File: src/hdl/sdt_debug_map.vh
// constants for the single-wire debug trace and tag port
`ifndef SDT_DEBUG_MAP_VH
`define SDT_DEBUG_MAP_VH
// ****************************************
// serial timing in debug serial clock cycles
// ****************************************
`define SDT_SYNC_MIN_LOW     10'h080
`define SDT_BIT_TIMEOUT      10'h200
`define SDT_SYNC_DELAY       10'h010
`define SDT_SYNC_PULSE       10'h080
// ****************************************
// tag codes, high then low
// ****************************************
`define SDT_TAG_NONE         2'h3
`define SDT_TAG_LOW          2'h2
`define SDT_TAG_HIGH         2'h1
`define SDT_TAG_BOTH         2'h0
`define SDT_TAG_BIT_HI       1
`define SDT_TAG_BIT_LO       0
`endif

File: src/hdl/sdt_tag_queue.v
// instruction queue side-band that carries tag marks with program words
`timescale 1ns/1ps
module sdt_tag_queue (
    input  wire       clk_sys,
    input  wire       arst_n,
    input  wire       flush,
    input  wire       word_load,
    input  wire [1:0] word_tag,
    input  wire       head_advance,
    output wire       head_tagged
);
    // ****************************************
    // three stage tag pipe alongside the queue
    // ****************************************
    reg [1:0] stage0_ff;
    reg [1:0] stage1_ff;
    reg [1:0] stage2_ff;
    reg [1:0] nxt_stage0;
    reg [1:0] nxt_stage1;
    reg [1:0] nxt_stage2;

    // shift on load or advance, tag follows its word
    always @* begin
        nxt_stage0 = stage0_ff;
        nxt_stage1 = stage1_ff;
        nxt_stage2 = stage2_ff;
        if (flush) begin
            nxt_stage0 = 2'h0;
            nxt_stage1 = 2'h0;
            nxt_stage2 = 2'h0;
        end else if (word_load || head_advance) begin
            nxt_stage2 = stage1_ff;
            nxt_stage1 = stage0_ff;
            nxt_stage0 = word_load ? word_tag : 2'h0;
        end
    end

    // state
    always @(posedge clk_sys or negedge arst_n) begin
        if (!arst_n) begin
            stage0_ff <= 2'h0;
            stage1_ff <= 2'h0;
            stage2_ff <= 2'h0;
        end else begin
            stage0_ff <= nxt_stage0;
            stage1_ff <= nxt_stage1;
            stage2_ff <= nxt_stage2;
        end
    end

    // either byte tagged at head stops execution
    assign head_tagged = |stage2_ff;
endmodule

File: src/hdl/sdt_debug_port.v
// single-wire debug port: serial time-out, sync reply, tagging, stepping
`timescale 1ns/1ps
`include "sdt_debug_map.vh"
module sdt_debug_port (
    input  wire       clk_sys,
    input  wire       arst_n,
    input  wire       debug_serial_clock,
    input  wire       debug_serial_pin_in,
    output reg        debug_serial_pin_out,
    output reg        debug_serial_pin_oe,
    input  wire       low_byte_strobe_in,
    input  wire       low_byte_strobe_en,
    input  wire       external_bus_clock,
    input  wire       cmd_valid,
    input  wire       cmd_single_step,
    input  wire       cmd_tag_and_go,
    input  wire       cmd_ack_enable,
    input  wire       cmd_ack_disable,
    input  wire       cmd_is_read,
    input  wire       transfer_done,
    input  wire       read_data_ready,
    input  wire       ack_issued,
    input  wire       irq_pending,
    input  wire       insn_done,
    input  wire       stack_done,
    input  wire       queue_load,
    input  wire       queue_advance,
    input  wire       wait_wake,
    input  wire       stop_wake,
    output reg        background_debug_mode,
    output reg        tagging_active,
    output reg        ack_enabled,
    output reg        run_user,
    output reg        stack_only,
    output wire       cmd_accept,
    output reg        soft_reset,
    output reg        sync_seen,
    output reg        bit_valid,
    output reg        bit_value,
    output reg        read_pending
);
    // ****************************************
    // pin synchronisers, three flops
    // ****************************************
    reg [2:0] pin_sync_ff;
    reg [2:0] low_byte_strobe_sync_ff;
    reg [2:0] external_bus_clock_sync_ff;
    reg [2:0] bdc_sync_ff;
    reg       pin_ff;
    reg       external_bus_clock_ff;
    reg       bdc_ff;

    // except on the low byte strobe, second and third must agree before a change counts
    always @(posedge clk_sys or negedge arst_n) begin
        if (!arst_n) begin
            pin_sync_ff   <= 3'h7;
            low_byte_strobe_sync_ff <= 3'h7;
            external_bus_clock_sync_ff  <= 3'h0;
            bdc_sync_ff   <= 3'h0;
            pin_ff        <= 1'b1;
            external_bus_clock_ff       <= 1'b0;
            bdc_ff        <= 1'b0;
        end else begin
            pin_sync_ff   <= {pin_sync_ff[1:0], debug_serial_pin_in};
            low_byte_strobe_sync_ff <= {low_byte_strobe_sync_ff[1:0], low_byte_strobe_in};
            external_bus_clock_sync_ff  <= {external_bus_clock_sync_ff[1:0], external_bus_clock};
            bdc_sync_ff   <= {bdc_sync_ff[1:0], debug_serial_clock};
            if (pin_sync_ff[1] == pin_sync_ff[2])
                pin_ff <= pin_sync_ff[2];
            if (external_bus_clock_sync_ff[1] == external_bus_clock_sync_ff[2])
                external_bus_clock_ff <= external_bus_clock_sync_ff[2];
            if (bdc_sync_ff[1] == bdc_sync_ff[2])
                bdc_ff <= bdc_sync_ff[2];
        end
    end

    // ****************************************
    // edge detection
    // ****************************************
    reg  pin_q_ff;
    reg  external_bus_clock_q_ff;
    reg  bdc_q_ff;
    wire pin_fall  = pin_q_ff & ~pin_ff;
    wire pin_rise  = ~pin_q_ff & pin_ff;
    wire external_bus_clock_fall = external_bus_clock_q_ff & ~external_bus_clock_ff;
    wire bdc_tick  = ~bdc_q_ff & bdc_ff; // serial clock enable

    // delayed copies
    always @(posedge clk_sys or negedge arst_n) begin
        if (!arst_n) begin
            pin_q_ff  <= 1'b1;
            external_bus_clock_q_ff <= 1'b0;
            bdc_q_ff  <= 1'b0;
        end else begin
            pin_q_ff  <= pin_ff;
            external_bus_clock_q_ff <= external_bus_clock_ff;
            bdc_q_ff  <= bdc_ff;
        end
    end

    // saturating increment used by all counters
    function [9:0] sat_inc;
        input [9:0] v;
        begin
            sat_inc = (v == 10'h3ff) ? v : v + 10'h001;
        end
    endfunction

    // ****************************************
    // serial receive state machine
    // ****************************************
    localparam [2:0] S_IDLE   = 3'h0;
    localparam [2:0] S_LOW    = 3'h1;
    localparam [2:0] S_GAP    = 3'h2;
    localparam [2:0] S_SWAIT  = 3'h3;
    localparam [2:0] S_SDLY   = 3'h4;
    localparam [2:0] S_SPULSE = 3'h5;
    localparam [2:0] S_SPEED  = 3'h6;

    reg [2:0] state_ff;
    reg [2:0] nxt_state;
    reg [9:0] cnt_ff;
    reg [9:0] nxt_cnt;
    reg       busy_ff;
    reg       nxt_busy;
    reg       ack_armed_ff;
    reg       nxt_ack_armed;
    reg       nxt_pin_out;
    reg       nxt_pin_oe;
    reg       nxt_soft_reset;
    reg       nxt_sync_seen;
    reg       nxt_bit_valid;
    reg       nxt_bit_value;
    reg       nxt_read_pending;
    wire      wake = wait_wake | stop_wake;
    // read wait is exempt only while handshake on and not yet acknowledged
    wire      timeout_hold = read_pending & ack_enabled & ~ack_armed_ff;
    wire      busy_any = busy_ff | read_pending;

    // next state and outputs of the serial engine
    always @* begin
        nxt_state        = state_ff;
        nxt_cnt          = cnt_ff;
        nxt_busy         = busy_ff;
        nxt_ack_armed    = ack_armed_ff;
        nxt_pin_out      = 1'b0;
        nxt_pin_oe       = 1'b0;
        nxt_soft_reset   = 1'b0;
        nxt_sync_seen    = 1'b0;
        nxt_bit_valid    = 1'b0;
        nxt_bit_value    = 1'b0;
        nxt_read_pending = read_pending;
        if (cmd_valid && cmd_is_read)
            nxt_read_pending = 1'b1;
        if (read_pending && ack_issued)
            nxt_ack_armed = 1'b1;
        if (cmd_valid && !cmd_is_read)
            nxt_busy = 1'b0;
        if (transfer_done) begin
            nxt_busy         = 1'b0;
            nxt_cnt          = 10'h000;
            nxt_read_pending = 1'b0;
            nxt_ack_armed    = 1'b0;
        end
        case (state_ff)
            S_IDLE: begin
                if (pin_fall && !tagging_active) begin
                    nxt_state = S_LOW;
                    nxt_cnt   = 10'h000;
                end else if (busy_any && !timeout_hold && bdc_tick) begin
                    nxt_cnt = sat_inc(cnt_ff);
                    if (cnt_ff >= `SDT_BIT_TIMEOUT - 10'h001) begin
                        nxt_soft_reset = 1'b1;
                        nxt_cnt        = 10'h000;
                    end
                end
            end
            S_LOW: begin
                if (pin_rise) begin
                    nxt_state     = S_GAP;
                    nxt_bit_valid = 1'b1;
                    nxt_bit_value = (cnt_ff < `SDT_SYNC_MIN_LOW >> 1);
                    nxt_busy      = 1'b1;
                end else if (bdc_tick) begin
                    nxt_cnt = sat_inc(cnt_ff);
                    if (cnt_ff >= `SDT_SYNC_MIN_LOW) begin
                        nxt_state      = S_SWAIT;
                        nxt_sync_seen  = 1'b1;
                        nxt_soft_reset = 1'b1;
                    end
                end
            end
            S_GAP: begin
                if (pin_fall) begin
                    nxt_state = S_LOW;
                    nxt_cnt   = 10'h000;
                end else if (bdc_tick) begin
                    nxt_cnt = sat_inc(cnt_ff);
                    if (cnt_ff >= `SDT_BIT_TIMEOUT - 10'h001) begin
                        nxt_state      = S_IDLE;
                        nxt_soft_reset = 1'b1;
                    end
                end else if (!busy_ff) begin
                    nxt_state = S_IDLE;
                    nxt_cnt   = 10'h000;
                end
            end
            S_SWAIT: begin
                if (pin_rise) begin
                    nxt_state = S_SDLY;
                    nxt_cnt   = 10'h000;
                end
            end
            S_SDLY: begin
                if (bdc_tick) begin
                    nxt_cnt = sat_inc(cnt_ff);
                    if (cnt_ff >= `SDT_SYNC_DELAY - 10'h001) begin
                        nxt_state = S_SPULSE;
                        nxt_cnt   = 10'h000;
                    end
                end
            end
            S_SPULSE: begin
                nxt_pin_oe = 1'b1;
                if (bdc_tick) begin
                    nxt_cnt = sat_inc(cnt_ff);
                    if (cnt_ff >= `SDT_SYNC_PULSE - 10'h001)
                        nxt_state = S_SPEED;
                end
            end
            S_SPEED: begin
                nxt_pin_oe  = 1'b1;
                nxt_pin_out = 1'b1;
                if (bdc_tick) begin
                    nxt_state = S_IDLE;
                    nxt_pin_oe = 1'b0;
                    nxt_cnt   = 10'h000;
                end
            end
            default: begin
                nxt_state = S_IDLE;
            end
        endcase
        if (nxt_soft_reset) begin
            nxt_busy         = 1'b0;
            nxt_cnt          = 10'h000;
            nxt_read_pending = 1'b0;
            nxt_ack_armed    = 1'b0;
        end
        if (wake) begin
            nxt_state        = S_IDLE;
            nxt_cnt          = 10'h000;
            nxt_soft_reset   = 1'b1;
            nxt_busy         = 1'b0;
            nxt_read_pending = 1'b0;
            nxt_ack_armed    = 1'b0;
            nxt_pin_oe       = 1'b0;
            nxt_pin_out      = 1'b0;
        end
    end

    // serial engine registers
    always @(posedge clk_sys or negedge arst_n) begin
        if (!arst_n) begin
            state_ff             <= S_IDLE;
            cnt_ff               <= 10'h000;
            busy_ff              <= 1'b0;
            ack_armed_ff         <= 1'b0;
            debug_serial_pin_out <= 1'b0;
            debug_serial_pin_oe  <= 1'b0;
            soft_reset           <= 1'b0;
            sync_seen            <= 1'b0;
            bit_valid            <= 1'b0;
            bit_value            <= 1'b0;
            read_pending         <= 1'b0;
        end else begin
            state_ff             <= nxt_state;
            cnt_ff               <= nxt_cnt;
            busy_ff              <= nxt_busy;
            ack_armed_ff         <= nxt_ack_armed;
            debug_serial_pin_out <= nxt_pin_out;
            debug_serial_pin_oe  <= nxt_pin_oe;
            soft_reset           <= nxt_soft_reset;
            sync_seen            <= nxt_sync_seen;
            bit_valid            <= nxt_bit_valid;
            bit_value            <= nxt_bit_value;
            read_pending         <= nxt_read_pending;
        end
    end

    // ****************************************
    // tag sampling and queue
    // ****************************************
    reg  [1:0] tag_ff;
    wire       head_tagged;

    // each pin sampled on bus clock fall, low means tag
    always @(posedge clk_sys or negedge arst_n) begin
        if (!arst_n) begin
            tag_ff <= `SDT_TAG_NONE;
        end else if (external_bus_clock_fall) begin
            tag_ff[`SDT_TAG_BIT_HI] <= pin_ff;
            tag_ff[`SDT_TAG_BIT_LO] <= low_byte_strobe_sync_ff[2] | ~low_byte_strobe_en;
        end
    end

    // tag decode into byte marks
    function [1:0] tag_marks;
        input [1:0] code;
        begin
            case (code)
                `SDT_TAG_LOW:  tag_marks = 2'h1;
                `SDT_TAG_HIGH: tag_marks = 2'h2;
                `SDT_TAG_BOTH: tag_marks = 2'h3;
                default:       tag_marks = 2'h0;
            endcase
        end
    endfunction

    sdt_tag_queue u_tag_queue (
        .clk_sys      (clk_sys),
        .arst_n       (arst_n),
        .flush        (background_debug_mode),
        .word_load    (queue_load),
        .word_tag     (tagging_active ? tag_marks(tag_ff) : 2'h0),
        .head_advance (queue_advance),
        .head_tagged  (head_tagged)
    );

    // ****************************************
    // debug mode, stepping and acknowledge control
    // ****************************************
    reg nxt_bdm;
    reg nxt_tagging;
    reg nxt_ack_en;
    reg nxt_run;
    reg nxt_stack;

    // commands accepted whenever not tagging; step and tag-and-go also need debug mode
    assign cmd_accept = cmd_valid & ~tagging_active;

    // mode transitions
    always @* begin
        nxt_bdm     = background_debug_mode;
        nxt_tagging = tagging_active;
        nxt_ack_en  = ack_enabled;
        nxt_run     = run_user;
        nxt_stack   = stack_only;
        if (cmd_accept && cmd_ack_enable)
            nxt_ack_en = 1'b1;
        if (cmd_accept && cmd_ack_disable)
            nxt_ack_en = 1'b0;
        if (cmd_accept && cmd_tag_and_go && background_debug_mode) begin
            nxt_bdm     = 1'b0;
            nxt_tagging = 1'b1;
        end
        if (cmd_accept && cmd_single_step && background_debug_mode) begin
            nxt_bdm = 1'b0;
            if (irq_pending)
                nxt_stack = 1'b1;
            else
                nxt_run = 1'b1;
        end
        if ((run_user && insn_done) || (stack_only && stack_done)) begin
            nxt_bdm   = 1'b1;
            nxt_run   = 1'b0;
            nxt_stack = 1'b0;
        end
        if (tagging_active && head_tagged) begin
            nxt_bdm = 1'b1;
        end
        if (nxt_bdm)
            nxt_tagging = 1'b0;
        if (wake)
            nxt_ack_en = 1'b0;
    end

    // mode registers, acknowledge off from reset
    always @(posedge clk_sys or negedge arst_n) begin
        if (!arst_n) begin
            background_debug_mode <= 1'b1;
            tagging_active        <= 1'b0;
            ack_enabled           <= 1'b0;
            run_user              <= 1'b0;
            stack_only            <= 1'b0;
        end else begin
            background_debug_mode <= nxt_bdm;
            tagging_active        <= nxt_tagging;
            ack_enabled           <= nxt_ack_en;
            run_user              <= nxt_run;
            stack_only            <= nxt_stack;
        end
    end
endmodule

File: config.mk
export PLATFORM = sky130hd
export DESIGN_NAME = sdt_debug_port
export DESIGN_NICKNAME = d
export VERILOG_FILES = /design/src/hdl/sdt_tag_queue.v /design/src/hdl/sdt_debug_port.v
export VERILOG_INCLUDE_DIRS = /design/src /design/src/hdl
export SDC_FILE = /design/constraint.sdc
export NUM_CORES = 1
export LEC_CHECK = 0
export BUFFER_PORTS_ARGS = -buffer_cell sky130_fd_sc_hd__buf_4
export CAP_MARGIN = 10
export CELL_PAD_IN_SITES_DETAIL_PLACEMENT = 0
export CELL_PAD_IN_SITES_GLOBAL_PLACEMENT = 1
export CORE_MARGIN = 3
export CORE_UTILIZATION = 42
export CTS_CLUSTER_DIAMETER = 150
export DETAILED_ROUTE_END_ITERATION = 6
export PLACE_DENSITY = 0.79
export RECOVER_POWER = 100
export SYNTH_ARGS = -nofsm -noshare
export SYNTH_HDL_FRONTEND = slang
export SYNTH_SLANG_ARGS = --single-unit
export TNS_END_PERCENT = 30
File: constraint.sdc
create_clock -name clk_sys -period 4.9 [get_ports clk_sys]
set_clock_uncertainty 0.1 [all_clocks]
set_input_delay 0 -clock clk_sys [delete_from_list [all_inputs] [get_ports clk_sys]]
set_output_delay 0 -clock clk_sys [all_outputs]
set_load 0.01 [all_outputs]
# Yosys cells after proc, flatten, opt, wreduce, memory -nomap -nowiden
# Cells that the tools add are included.
totals:
  reg_bits: 53
  in_bits: 23
  out_inout_bits: 13
  word_cells: 201
op_classes:
  addsub: 1
  order_cmp: 5
  n_eq_ne: 24
  mux: 91
  bitwise_logic: 17
  n_reduce_logical: 33
ops:
  columns: ["op", "n"]
  rows:
  - ["two-way mux 10 bit", 16]
  - ["one-hot mux 10 bit (7 select lines)", 1]
  - ["two-way mux 1 bit", 47]
  - ["two-way mux 3 bit", 15]
  - ["!= test 3 bit, second input constant", 7]
  - ["one-hot mux 3 bit (7 select lines)", 1]
  - ["two-way mux 2 bit", 8]
  - ["logical AND 1 bit", 15]
  - ["AND reduction 11 bit", 1]
  - ["adder 10 x 1 -> 10 bit, second input constant", 1]
  - ["equality test 10 bit, second input constant", 1]
  - [">= comparator 10 x 4 -> 1 bit, second input constant", 1]
  - [">= comparator 10 x 7 -> 1 bit, second input constant", 1]
  - [">= comparator 10 x 8 -> 1 bit, second input constant", 1]
  - [">= comparator 10 x 9 -> 1 bit, second input constant", 1]
  - ["less-than comparator 10 x 7 -> 1 bit, second input constant", 1]
  - ["!= test 5 bit, second input constant", 2]
  - ["equality test 3 bit, second input constant", 3]
  - ["!= test 4 bit, second input constant", 2]
  - ["nonzero test 2 bit", 4]
  - ["nonzero test 4 bit", 2]
  - ["bitwise AND 1 bit", 7]
  - ["NOT 1 bit", 7]
  - ["equality test 3 x 2 -> 1 bit, second input constant", 2]
  - ["other kinds (16)", 24]

# Depth between registers and ports, before layout
# Gate-level depths: netlist (run 1).
logic_depth:
  depth_word: 10
  ltp_mapped: 8
  depth_no_buf: 7

# Cells and area by module
# Synthesis (run 1) repeated with hierarchy kept, for this count alone.
unflattened:
  cells_unflattened: 316
  area_unflattened_um2: 2951.6
by_module_without_submodules:
  columns: ["module", "n_inst", "cells_per_inst", "area_each_um2", "seq_area_each_um2"]
  rows:
  - ["sdt_debug_port", 1, 290, 2673.8, 1189.9]
  - ["sdt_tag_queue", 1, 26, 277.8, 150.1]

# Least setup slack after synthesis (run 1)
# Ideal clock, no wire load.
synth_timing:
  kind: "reg2reg"
  start: "register cnt_ff[0]"
  end: "register cnt_ff[9]"
  setup_time_ns: 0.083
  arrival_ns: 2.108
  required_ns: 4.717
  setup_slack_ns: 2.609
  path_stages_with_launch: 9
  path_buffers: 1
  period_less_slack_ns: 2.291
  cell_sequence: "dfrtp_1 > ha_1 > and3_1 > buf_2 > o41ai_4 > a211oi_2 > a21o_1 > or3_1 > a31oi_1"
synth_via:
  elab_chain_len: 8
  word_cells_on_any_way: 27
  cone_classes: "add/sub: 1; order compare: 3; eq/ne: 1; mux: 22"
synth_lines:
  columns: ["element", "line", "text"]
  rows:
  - ["from (decl)", "sdt_debug_port.v:122", "reg [9:0] cnt_ff;"]
  - ["from (signal assigned)", "sdt_debug_port.v:278", "cnt_ff <= nxt_cnt;"]
  - ["adder 10 x 1 -> 10 bit or equality test 10 bit (tied branches)", "sdt_debug_port.v:105", "sat_inc = (v == 10'h3ff) ? v : v + 10'h001;"]
  - ["two-way mux 10 bit", "sdt_debug_port.v:105", null]
  - ["two-way mux 10 bit", "sdt_debug_port.v:172", "if (cnt_ff >= `SDT_BIT_TIMEOUT - 10'h001) begin"]
  - ["two-way mux 10 bit", "sdt_debug_port.v:170", "end else if (busy_any && !timeout_hold && bdc_tick) begin"]
  - ["two-way mux 10 bit", "sdt_debug_port.v:167", "if (pin_fall && !tagging_active) begin"]
  - ["one-hot mux 10 bit (7 select lines)", "sdt_debug_port.v:165", "case (state_ff)"]
  - ["two-way mux 10 bit (*)", "sdt_debug_port.v:244", "if (nxt_soft_reset) begin"]
  - ["two-way mux 10 bit (*)", "sdt_debug_port.v:250", "if (wake) begin"]
  - ["net nxt_cnt[9]", "sdt_debug_port.v:123", "reg [9:0] nxt_cnt;"]
# The timed path passes the listed nets; every way through them passes the cells marked *.
# A chain may end at the register's enable or synchronous reset.

# Final worst setup path (run 1)
layout_timing:
  start: "register bdc_q_ff"
  end: "register read_pending"
layout_via:
  elab_chain_len: 8
  word_cells_on_any_way: 13
  cone_classes: "mux: 9; bitwise: 2; reduce/logical: 2"
layout_lines:
  columns: ["element", "line", "text"]
  rows:
  - ["from (decl)", "sdt_debug_port.v:82", "reg bdc_q_ff;"]
  - ["from (signal assigned)", "sdt_debug_port.v:93", "bdc_q_ff <= 1'b0;"]
  - ["from (signal assigned)", "sdt_debug_port.v:97", "bdc_q_ff <= bdc_ff;"]
  - ["NOT 1 bit (*)", "sdt_debug_port.v:86", "wire bdc_tick = ~bdc_q_ff & bdc_ff;"]
  - ["bitwise AND 1 bit (*)", "sdt_debug_port.v:86", null]
  - ["logical AND 1 bit", "sdt_debug_port.v:170", null]
  - ["two-way mux 1 bit", "sdt_debug_port.v:170", null]
  - ["two-way mux 1 bit", "sdt_debug_port.v:167", null]
  - ["one-hot mux 1 bit (3 select lines) (*)", "sdt_debug_port.v:165", null]
  - ["two-way mux 1 bit", "sdt_debug_port.v:244", null]
  - ["two-way mux 1 bit", "sdt_debug_port.v:250", null]
  - ["to (signal assigned)", "sdt_debug_port.v:287", "read_pending <= nxt_read_pending;"]
  - ["to (decl)", "sdt_debug_port.v:40", "output reg read_pending"]
# Mark *: on every way between the ends. The rest lies on a longest branch, timed or not.

==> run summary, run 1 <==
status - finished, violations left
failing checks - capacitance limit, slew limit
buffers and inverters on the worst path - 1
Min Clock Period, post-route - 3.17 ns
share of layout cells above drive strength 1 - 13.6%
CTS sink count - 53
gpl congestion - 0.794
FF+latch area - 1340 sq um
worst r2r src - bdc_q_ff$_DFF_PN0_
top fanout value on the critical path - 15
initial antenna violation count - 0
final WL - 6630 um
global route overflow - 0
Post-synth top flop - dfrtp_1
RSZ-0062 raised after global routing - no
r2r endpoint - read_pending$_DFFE_PN0P_
number of fill cells - 619
Synthesized Nets - 318
maximum vdd drop - 0.169 mV
slew at the pin with the worst max-slew slack - 2.79 ns
Area contributors post-synth - dfrtp_1, dfstp_2, a21oi_1
final hold vios - 0
Worst Hold Class - input port to register
IO Port Bufs - 34
cell family with most CP delay - simple AND/OR/NAND/NOR gates
CP Cell Sequence - nand2b_1 -> nor4_1 -> a31oi_1 -> o211ai_1 -> nor3_1 -> dlygate4sd3_1
period utilisation layout - 64.7%
setup bufs post-CTS - 0
number of flops mapped to enable cells by yosys - 0
Multi-input gate area - 1330 sq um
vias in the first global route - 2375
Netlist cell types - 59
Setup TNS - 0 ns
Nets - 370
CTS tree - done
Final ANT Viol Nets - 0
Die Y - 87.6 um
synth warn - 0
antenna cells - 0
mapped cell area - 2800 sq um
first-pass GRT wire length - 11600 um
final setup violation count - 0
clock latency on the worst-skew pair - 0.32 ns
routed via count - 2414
area leader, netlist - dfrtp_1
pwr dens - 302 nW/um^2
Setup crit end - read_pending$_DFFE_PN0P_
Synth Instances - 293
CP max-delay cell - nor4_1
critical path's largest stage delay - 0.88 ns
drt drc - 0
Pre-antenna DRT Iters - 6
Die X - 87.6 um
total CTS buffers - 5
largest net degree at the start of global routing - 54
fin area - 3380 sq um
syn_area_per_cell - 9.54 sq um
MaxCap Viol Count - 1
Worst Path Arrival - 3.28 ns
critical path class - register to register
Root Buffer - clkbuf_8
Worst EP required - 5.01 ns
Initial Util - 43.8%
r2r setup slk - 1.73 ns
CP endpoint kind - register
top cell type's share of synthesized area - 37.6%
Fmax - 0.315 GHz
core area - 6390 sq um
Critical Path Stages - 6
Worst Setup SP - bdc_q_ff$_DFF_PN0_
Overall Global Routing Usage - 19.2%
CTS H-tree lvls - 2
IO Pins - 36
clk buf depth - 2
worst relative slew slack - -86.3%
Avg Vias per Cell - 5.71
Rows - 29
Worst-path clk slew - 0.11 ns
Reg2Reg Depth - 6
area grow syn2layout - 20.9%
Worst Slack Setup Final - 1.73 ns
initial drt markers - 239
Post-Place Setup Slack - 2.31 ns
DP Wirelength - 4390 um
Seq cells post-synth - 53
fraction of registers with async set/reset - 100%
die area - 7670 sq um
sequential area share after synthesis - 47.9%
drt wl/cell - 15.7 um
startpoint types - register
Slew Limit Fails - 54
DP Area - 3090 sq um
Leak Pwr - 1.36 nW
Resize count post-CTS - 0
power breakdown:
group          switching (W)  internal [W]  leakage (nW)
Sequential         0.0000393      0.000478         0.671
Clock               0.000165      0.000136        0.0588
Combinational       0.000106     0.0000967         0.633
stage by stage:
stage / hold WS, ns / utilization [%] / power (W) / cells
floorplan: -0.396 / - / 0.000625 / 293
global placement: -0.0208 / 48.3 / 0.000706 / 389
detailed placement: -0.0165 / 48.3 / 0.000707 / 389
CTS: 0.172 / 54.2 / 0.00104 / 423
global route: 0.238 / 53.0 / 0.00108 / 423
finish: 0.239 / 53.0 / 0.00102 / 423
synth_stat cells (2+ instances only):
cell,number
a21o_1,3
o21ai_0,13
dfstp_2,11
a41oi_1,2
a21boi_1,2
or4_1,2
nand3_1,12
xor2_1,2
mux2i_1,3
inv_1,9
or3_1,6
o221ai_1,2
nor2_1,23
ha_1,2
o21a_1,6
a2bb2oi_1,2
nand3b_1,3
nor4_1,2
nand2_1,25
clkbuf_1,12
o22ai_1,5
nor3_1,12
a31oi_1,8
and3_1,6
nand4_1,3
buf_2,4
a21oi_1,24
maj3_1,3
o211ai_1,2
dfrtp_1,42
nand2b_1,6
or2_2,2
nor2b_1,6
nor3b_1,3
flip-flops by register name, summed over array words and instances (netlist names), 2 cells and up:
| register | count |
|---|---|
| cnt_ff | 10 |
| u_tag_queue.stage1_ff | 2 |
| pin_sync_ff | 3 |
| u_tag_queue.stage2_ff | 2 |
| tag_ff | 2 |
| low_byte_strobe_sync_ff | 3 |
| u_tag_queue.stage0_ff | 2 |
| state_ff | 3 |
| bdc_sync_ff | 3 |
| external_bus_clock_sync_ff | 3 |
logic make-up (layout without fill, tap and decap cells):
logic type | count (synthesis) | in the layout | synth area share [%]
and+or+nand+nor | 119 | 119 | 22.9
adders and majority gates | 5 | 5 | 1.97
buffers and inverters | 26 | 79 | 3.94
muxes | 4 | 4 | 1.48
DFF | 53 | 53 | 47.9
AOI/OAI and AO/OA | 83 | 83 | 20.9
xor gates and xnor gates | 3 | 3 | 0.940
layout by cell type (no fill, tap or decap), types with 4 or more instances in the layout:
cell type      synthesis  routed
and3_1                 6       6
nor2_1                23      23
nor3_1                12      12
clkbuf_4               0       4
clkbuf_1              12      15
or3_1                  6       6
nor2b_1                6       6
nand2_1               25      25
inv_1                  9       9
nand2b_1               6       6
o21ai_0               13      13
a31oi_1                8       8
dlygate4sd3_1          0      26
a21oi_1               24      24
clkbuf_8               0       5
buf_4                  0      17
nand3_1               12      12
dfstp_2               11       8
o22ai_1                5       5
o21a_1                 6       6
dfrtp_1               42      42
worst min-delay path by stage:
stage	start	cells past startpoint	to	slack [ns]
6_report	debug_serial_clock	2	bdc_sync_ff[0]$_DFF_PN0_	0.24
5_1_grt	external_bus_clock	2	external_bus_clock_sync_ff[0]$_DFF_PN0_	0.24
4_1_cts	arst_n	2	cnt_ff[0]$_DFF_PN0_	0.17
3_5_place_dp	arst_n	1	cnt_ff[6]$_DFF_PN0_	-0.02
3_3_place_gp	arst_n	1	cnt_ff[6]$_DFF_PN0_	-0.02
2_1_floorplan	arst_n	0	ack_armed_ff$_DFFE_PN0P_	-0.40
layout make-up:
type | instances | share of cell area [%]
timing repair buffer | 62 | 14.0
sequential | 53 | 39.6
clock buffer | 6 | 2.77
tap | 77 | 2.85
multi-input combinational | 214 | 39.2
inverter | 9 | 0.999
clock inverter | 2 | 0.518
metal layers:
layer	vias up	routed length, um	global-route usage [%]
met5	-	0	0
met4	0	55	4.74
met3	5	321	2.82
met2	55	3090	30.6
met1	1181	3160	27.8
li1	1173	-	-
repair_timing:
item,CTS,global route
hold buffers,26,0
hold endpoints to repair,69,0
setup endpoints to repair,0,0
Power figures use the tool's default switching activity.
==> run 2: changes to the inputs <==
==> constraint.sdc (replaced) <==
create_clock -name clk_sys -period 3.24 [get_ports clk_sys]
set_clock_uncertainty 0.1 [all_clocks]
set_input_delay 0 -clock clk_sys [delete_from_list [all_inputs] [get_ports clk_sys]]
set_output_delay 0 -clock clk_sys [all_outputs]
set_load 0.01 [all_outputs]
==> run 2 against run 1 <==
Against the previous run: the flow now finishes without violations; first-iteration DRC count down 14%; utilization up 0.098 points; maximum frequency up 12%; final area up 0.19%; combinational power up 50%; hold slack worse by 0.23 ns; die area unchanged; sequential power up 51%; sequential cell count unchanged; non-clock buffer count up 1; critical path type unchanged; highest routed layer unchanged.
==> run summary, run 2 (synthesized netlist as in run 1, its figures left out) <==
Resize count post-CTS - 0 (unchanged)
Fmax - 0.353 GHz (was 0.315 GHz)
commonest non-fill, non-tap cell in the layout - dfrtp_1 (unchanged)
final WL - 6370 um (was 6630 um)
gpl congestion - 0.805 (was 0.794)
Slew Limit Fails - 0 (was 54)
DP Area - 3110 sq um (was 3090 sq um)
area grow syn2layout - 21.2% (was 20.9%)
CP endpoint kind - register (unchanged)
final setup violation count - 0 (unchanged)
setup bufs post-CTS - 0 (unchanged)
startpoint types - register (unchanged)
FF+latch area - 1340 sq um (unchanged)
commonest cells after routing, fill and taps aside - dfrtp_1, nand2_1, a21oi_1, dlygate4sd3_1, nor2_1 (was dfrtp_1, dlygate4sd3_1, nand2_1)
Worst Path Arrival - 2.93 ns (was 3.28 ns)
status - complete, no violations (was finished, violations left)
clk buf depth - 2 (unchanged)
RSZ-0062 raised after global routing - no (unchanged)
CTS tree - done (unchanged)
routed via count - 2363 (was 2414)
top fanout value on the critical path - 8 (was 15)
slew at the pin with the worst max-slew slack - 1.28 ns (was 2.79 ns)
CTS hold repair buffers - 24 (was 26)
period utilisation layout - 87.6% (was 64.7%)
initial drt markers - 205 (was 239)
r2r setup slk - 0.40 ns (was 1.73 ns)
Initial Util - 43.8% (unchanged)
Nets - 371 (was 370)
DP Wirelength - 4450 um (was 4390 um)
MaxCap Viol Count - 0 (was 1)
IO Port Bufs - 34 (unchanged)
initial antenna violation count - 0 (unchanged)
critical path class - register to register (unchanged)
final hold vios - 0 (unchanged)
Worst-path clk slew - 0.11 ns (about the same)
Biggest register - cnt_ff (unchanged)
worst relative slew slack - 14.8% (was -86.3%)
Power Total - 0.00149 W (was 0.00102 W)
number of fill cells - 604 (was 619)
Worst Hold Class - input port to register (unchanged)
CTS H-tree lvls - 2 (unchanged)
Avg Vias per Cell - 5.57 (was 5.71)
Die Y - 87.6 um (unchanged)
Worst EP required - 3.34 ns (was 5.01 ns)
Overall Global Routing Usage - 18.6% (was 19.2%)
share of layout cells above drive strength 1 - 14.7% (was 13.6%)
Fin Hold WS - 0.00822 ns (was 0.239 ns)
drt wl/cell - 15.0 um (was 15.7 um)
Pre-antenna DRT Iters - 4 (was 6)
fin area - 3390 sq um (was 3380 sq um)
CTS sink count - 53 (unchanged)
Min Clock Period, post-route - 2.84 ns (was 3.17 ns)
CP max-delay cell - dfstp_1 (was nor4_1)
worst r2r src - pin_ff$_DFFE_PN1N_ (was bdc_q_ff$_DFF_PN0_)
first-pass GRT wire length - 11200 um (was 11600 um)
CP Cell Sequence - nor2b_1 -> a2111oi_4 -> a31oi_1 -> o211ai_1 -> nor3_1 -> dlygate4sd3_1 (was nand2b_1 -> nor4_1 -> a31oi_1 -> o211ai_1 -> nor3_1 -> dlygate4sd3_1)
max reg flops - 10 (unchanged)
Setup crit end - read_pending$_DFFE_PN0P_ (unchanged)
clock latency on the worst-skew pair - 0.31 ns (was 0.32 ns)
IO Pins - 36 (unchanged)
die area - 7670 sq um (unchanged)
total CTS buffers - 5 (unchanged)
maximum vdd drop - 0.241 mV (was 0.169 mV)
Die X - 87.6 um (unchanged)
antenna cells - 0 (unchanged)
pwr dens - 438 nW/um^2 (was 302 nW/um^2)
dpl cells - 392 (was 389)
Rows - 29 (unchanged)
final non-filler cell total - 424 (was 423)
Setup TNS - 0 ns (unchanged)
critical path's largest stage delay - 0.65 ns (was 0.88 ns)
drt drc - 0 (unchanged)
r2r endpoint - read_pending$_DFFE_PN0P_ (unchanged)
Final ANT Viol Nets - 0 (unchanged)
largest net degree at the start of global routing - 54 (unchanged)
Multi-input gate area - 1340 sq um (was 1330 sq um)
Worst Setup SP - pin_ff$_DFFE_PN1N_ (was bdc_q_ff$_DFF_PN0_)
Reg2Reg Depth - 6 (unchanged)
core area - 6390 sq um (unchanged)
vias in the first global route - 2295 (was 2375)
global route overflow - 0 (unchanged)
Leak Pwr - 1.36 nW (about the same)
Root Buffer - clkbuf_8 (unchanged)
-- run 2: routing by layer --
metal / global-route usage, % / vias to the layer above / part of all wire [%]
li1: - / 1175 / -
met1: 26.9 / 1121 / 48
met2: 28.8 / 61 / 45
met3: 3.10 / 6 / 5.7
met4: 5.02 / 0 / 0.99
met5: 0 / - / 0
-- run 2: per-stage QoR --
step	setup WS (ns)	util [%]
after floorplan	0.949	-
after global placement	0.698	48.7
after detailed placement	0.676	48.7
after CTS	0.472	54.1
after global routing	0.199	53.1
final	0.403	53.1
-- run 2: how the worst min path moves through the flow --
stage                           start                        to  slack [ns]  depth (start not counted)
after global placement         arst_n       cnt_ff[6]$_DFF_PN0_       -0.02                          1
after floorplan                arst_n  ack_armed_ff$_DFFE_PN0P_       -0.40                          0
after CTS                 cmd_is_read         busy_ff$_DFF_PN0_       0.003                          4
final                     cmd_is_read         busy_ff$_DFF_PN0_       0.008                          4
after detailed placement       arst_n       cnt_ff[6]$_DFF_PN0_       -0.02                          1
after global routing      cmd_is_read         busy_ff$_DFF_PN0_        0.03                          4
-- run 2: area by class of cell --
| cell class | instances | share of cell area [%] |
|---|---|---|
| flip-flops and latches | 53 | 39.5 |
| well taps | 77 | 2.84 |
| multi-input cells | 214 | 39.6 |
| repair buffers | 63 | 14.0 |
| clock buffers | 5 | 2.03 |
| inverters | 9 | 0.997 |
| clock inverters | 3 | 0.997 |
-- run 2: power breakdown --
part           switching (W)  internal [W]
Clock               0.000238      0.000161
Sequential         0.0000593      0.000722
Combinational       0.000160      0.000144
Total               0.000457       0.00103
-- run 2: worst max-delay path, delay by kind of cell, from the launching register on --
family / cells / cell delay, ns
and+or+nand+nor: 2 / 0.28
buffers and inverters: 1 / 0.58
DFF: 1 / 0.65
AOI/OAI and AO/OA: 3 / 1.11
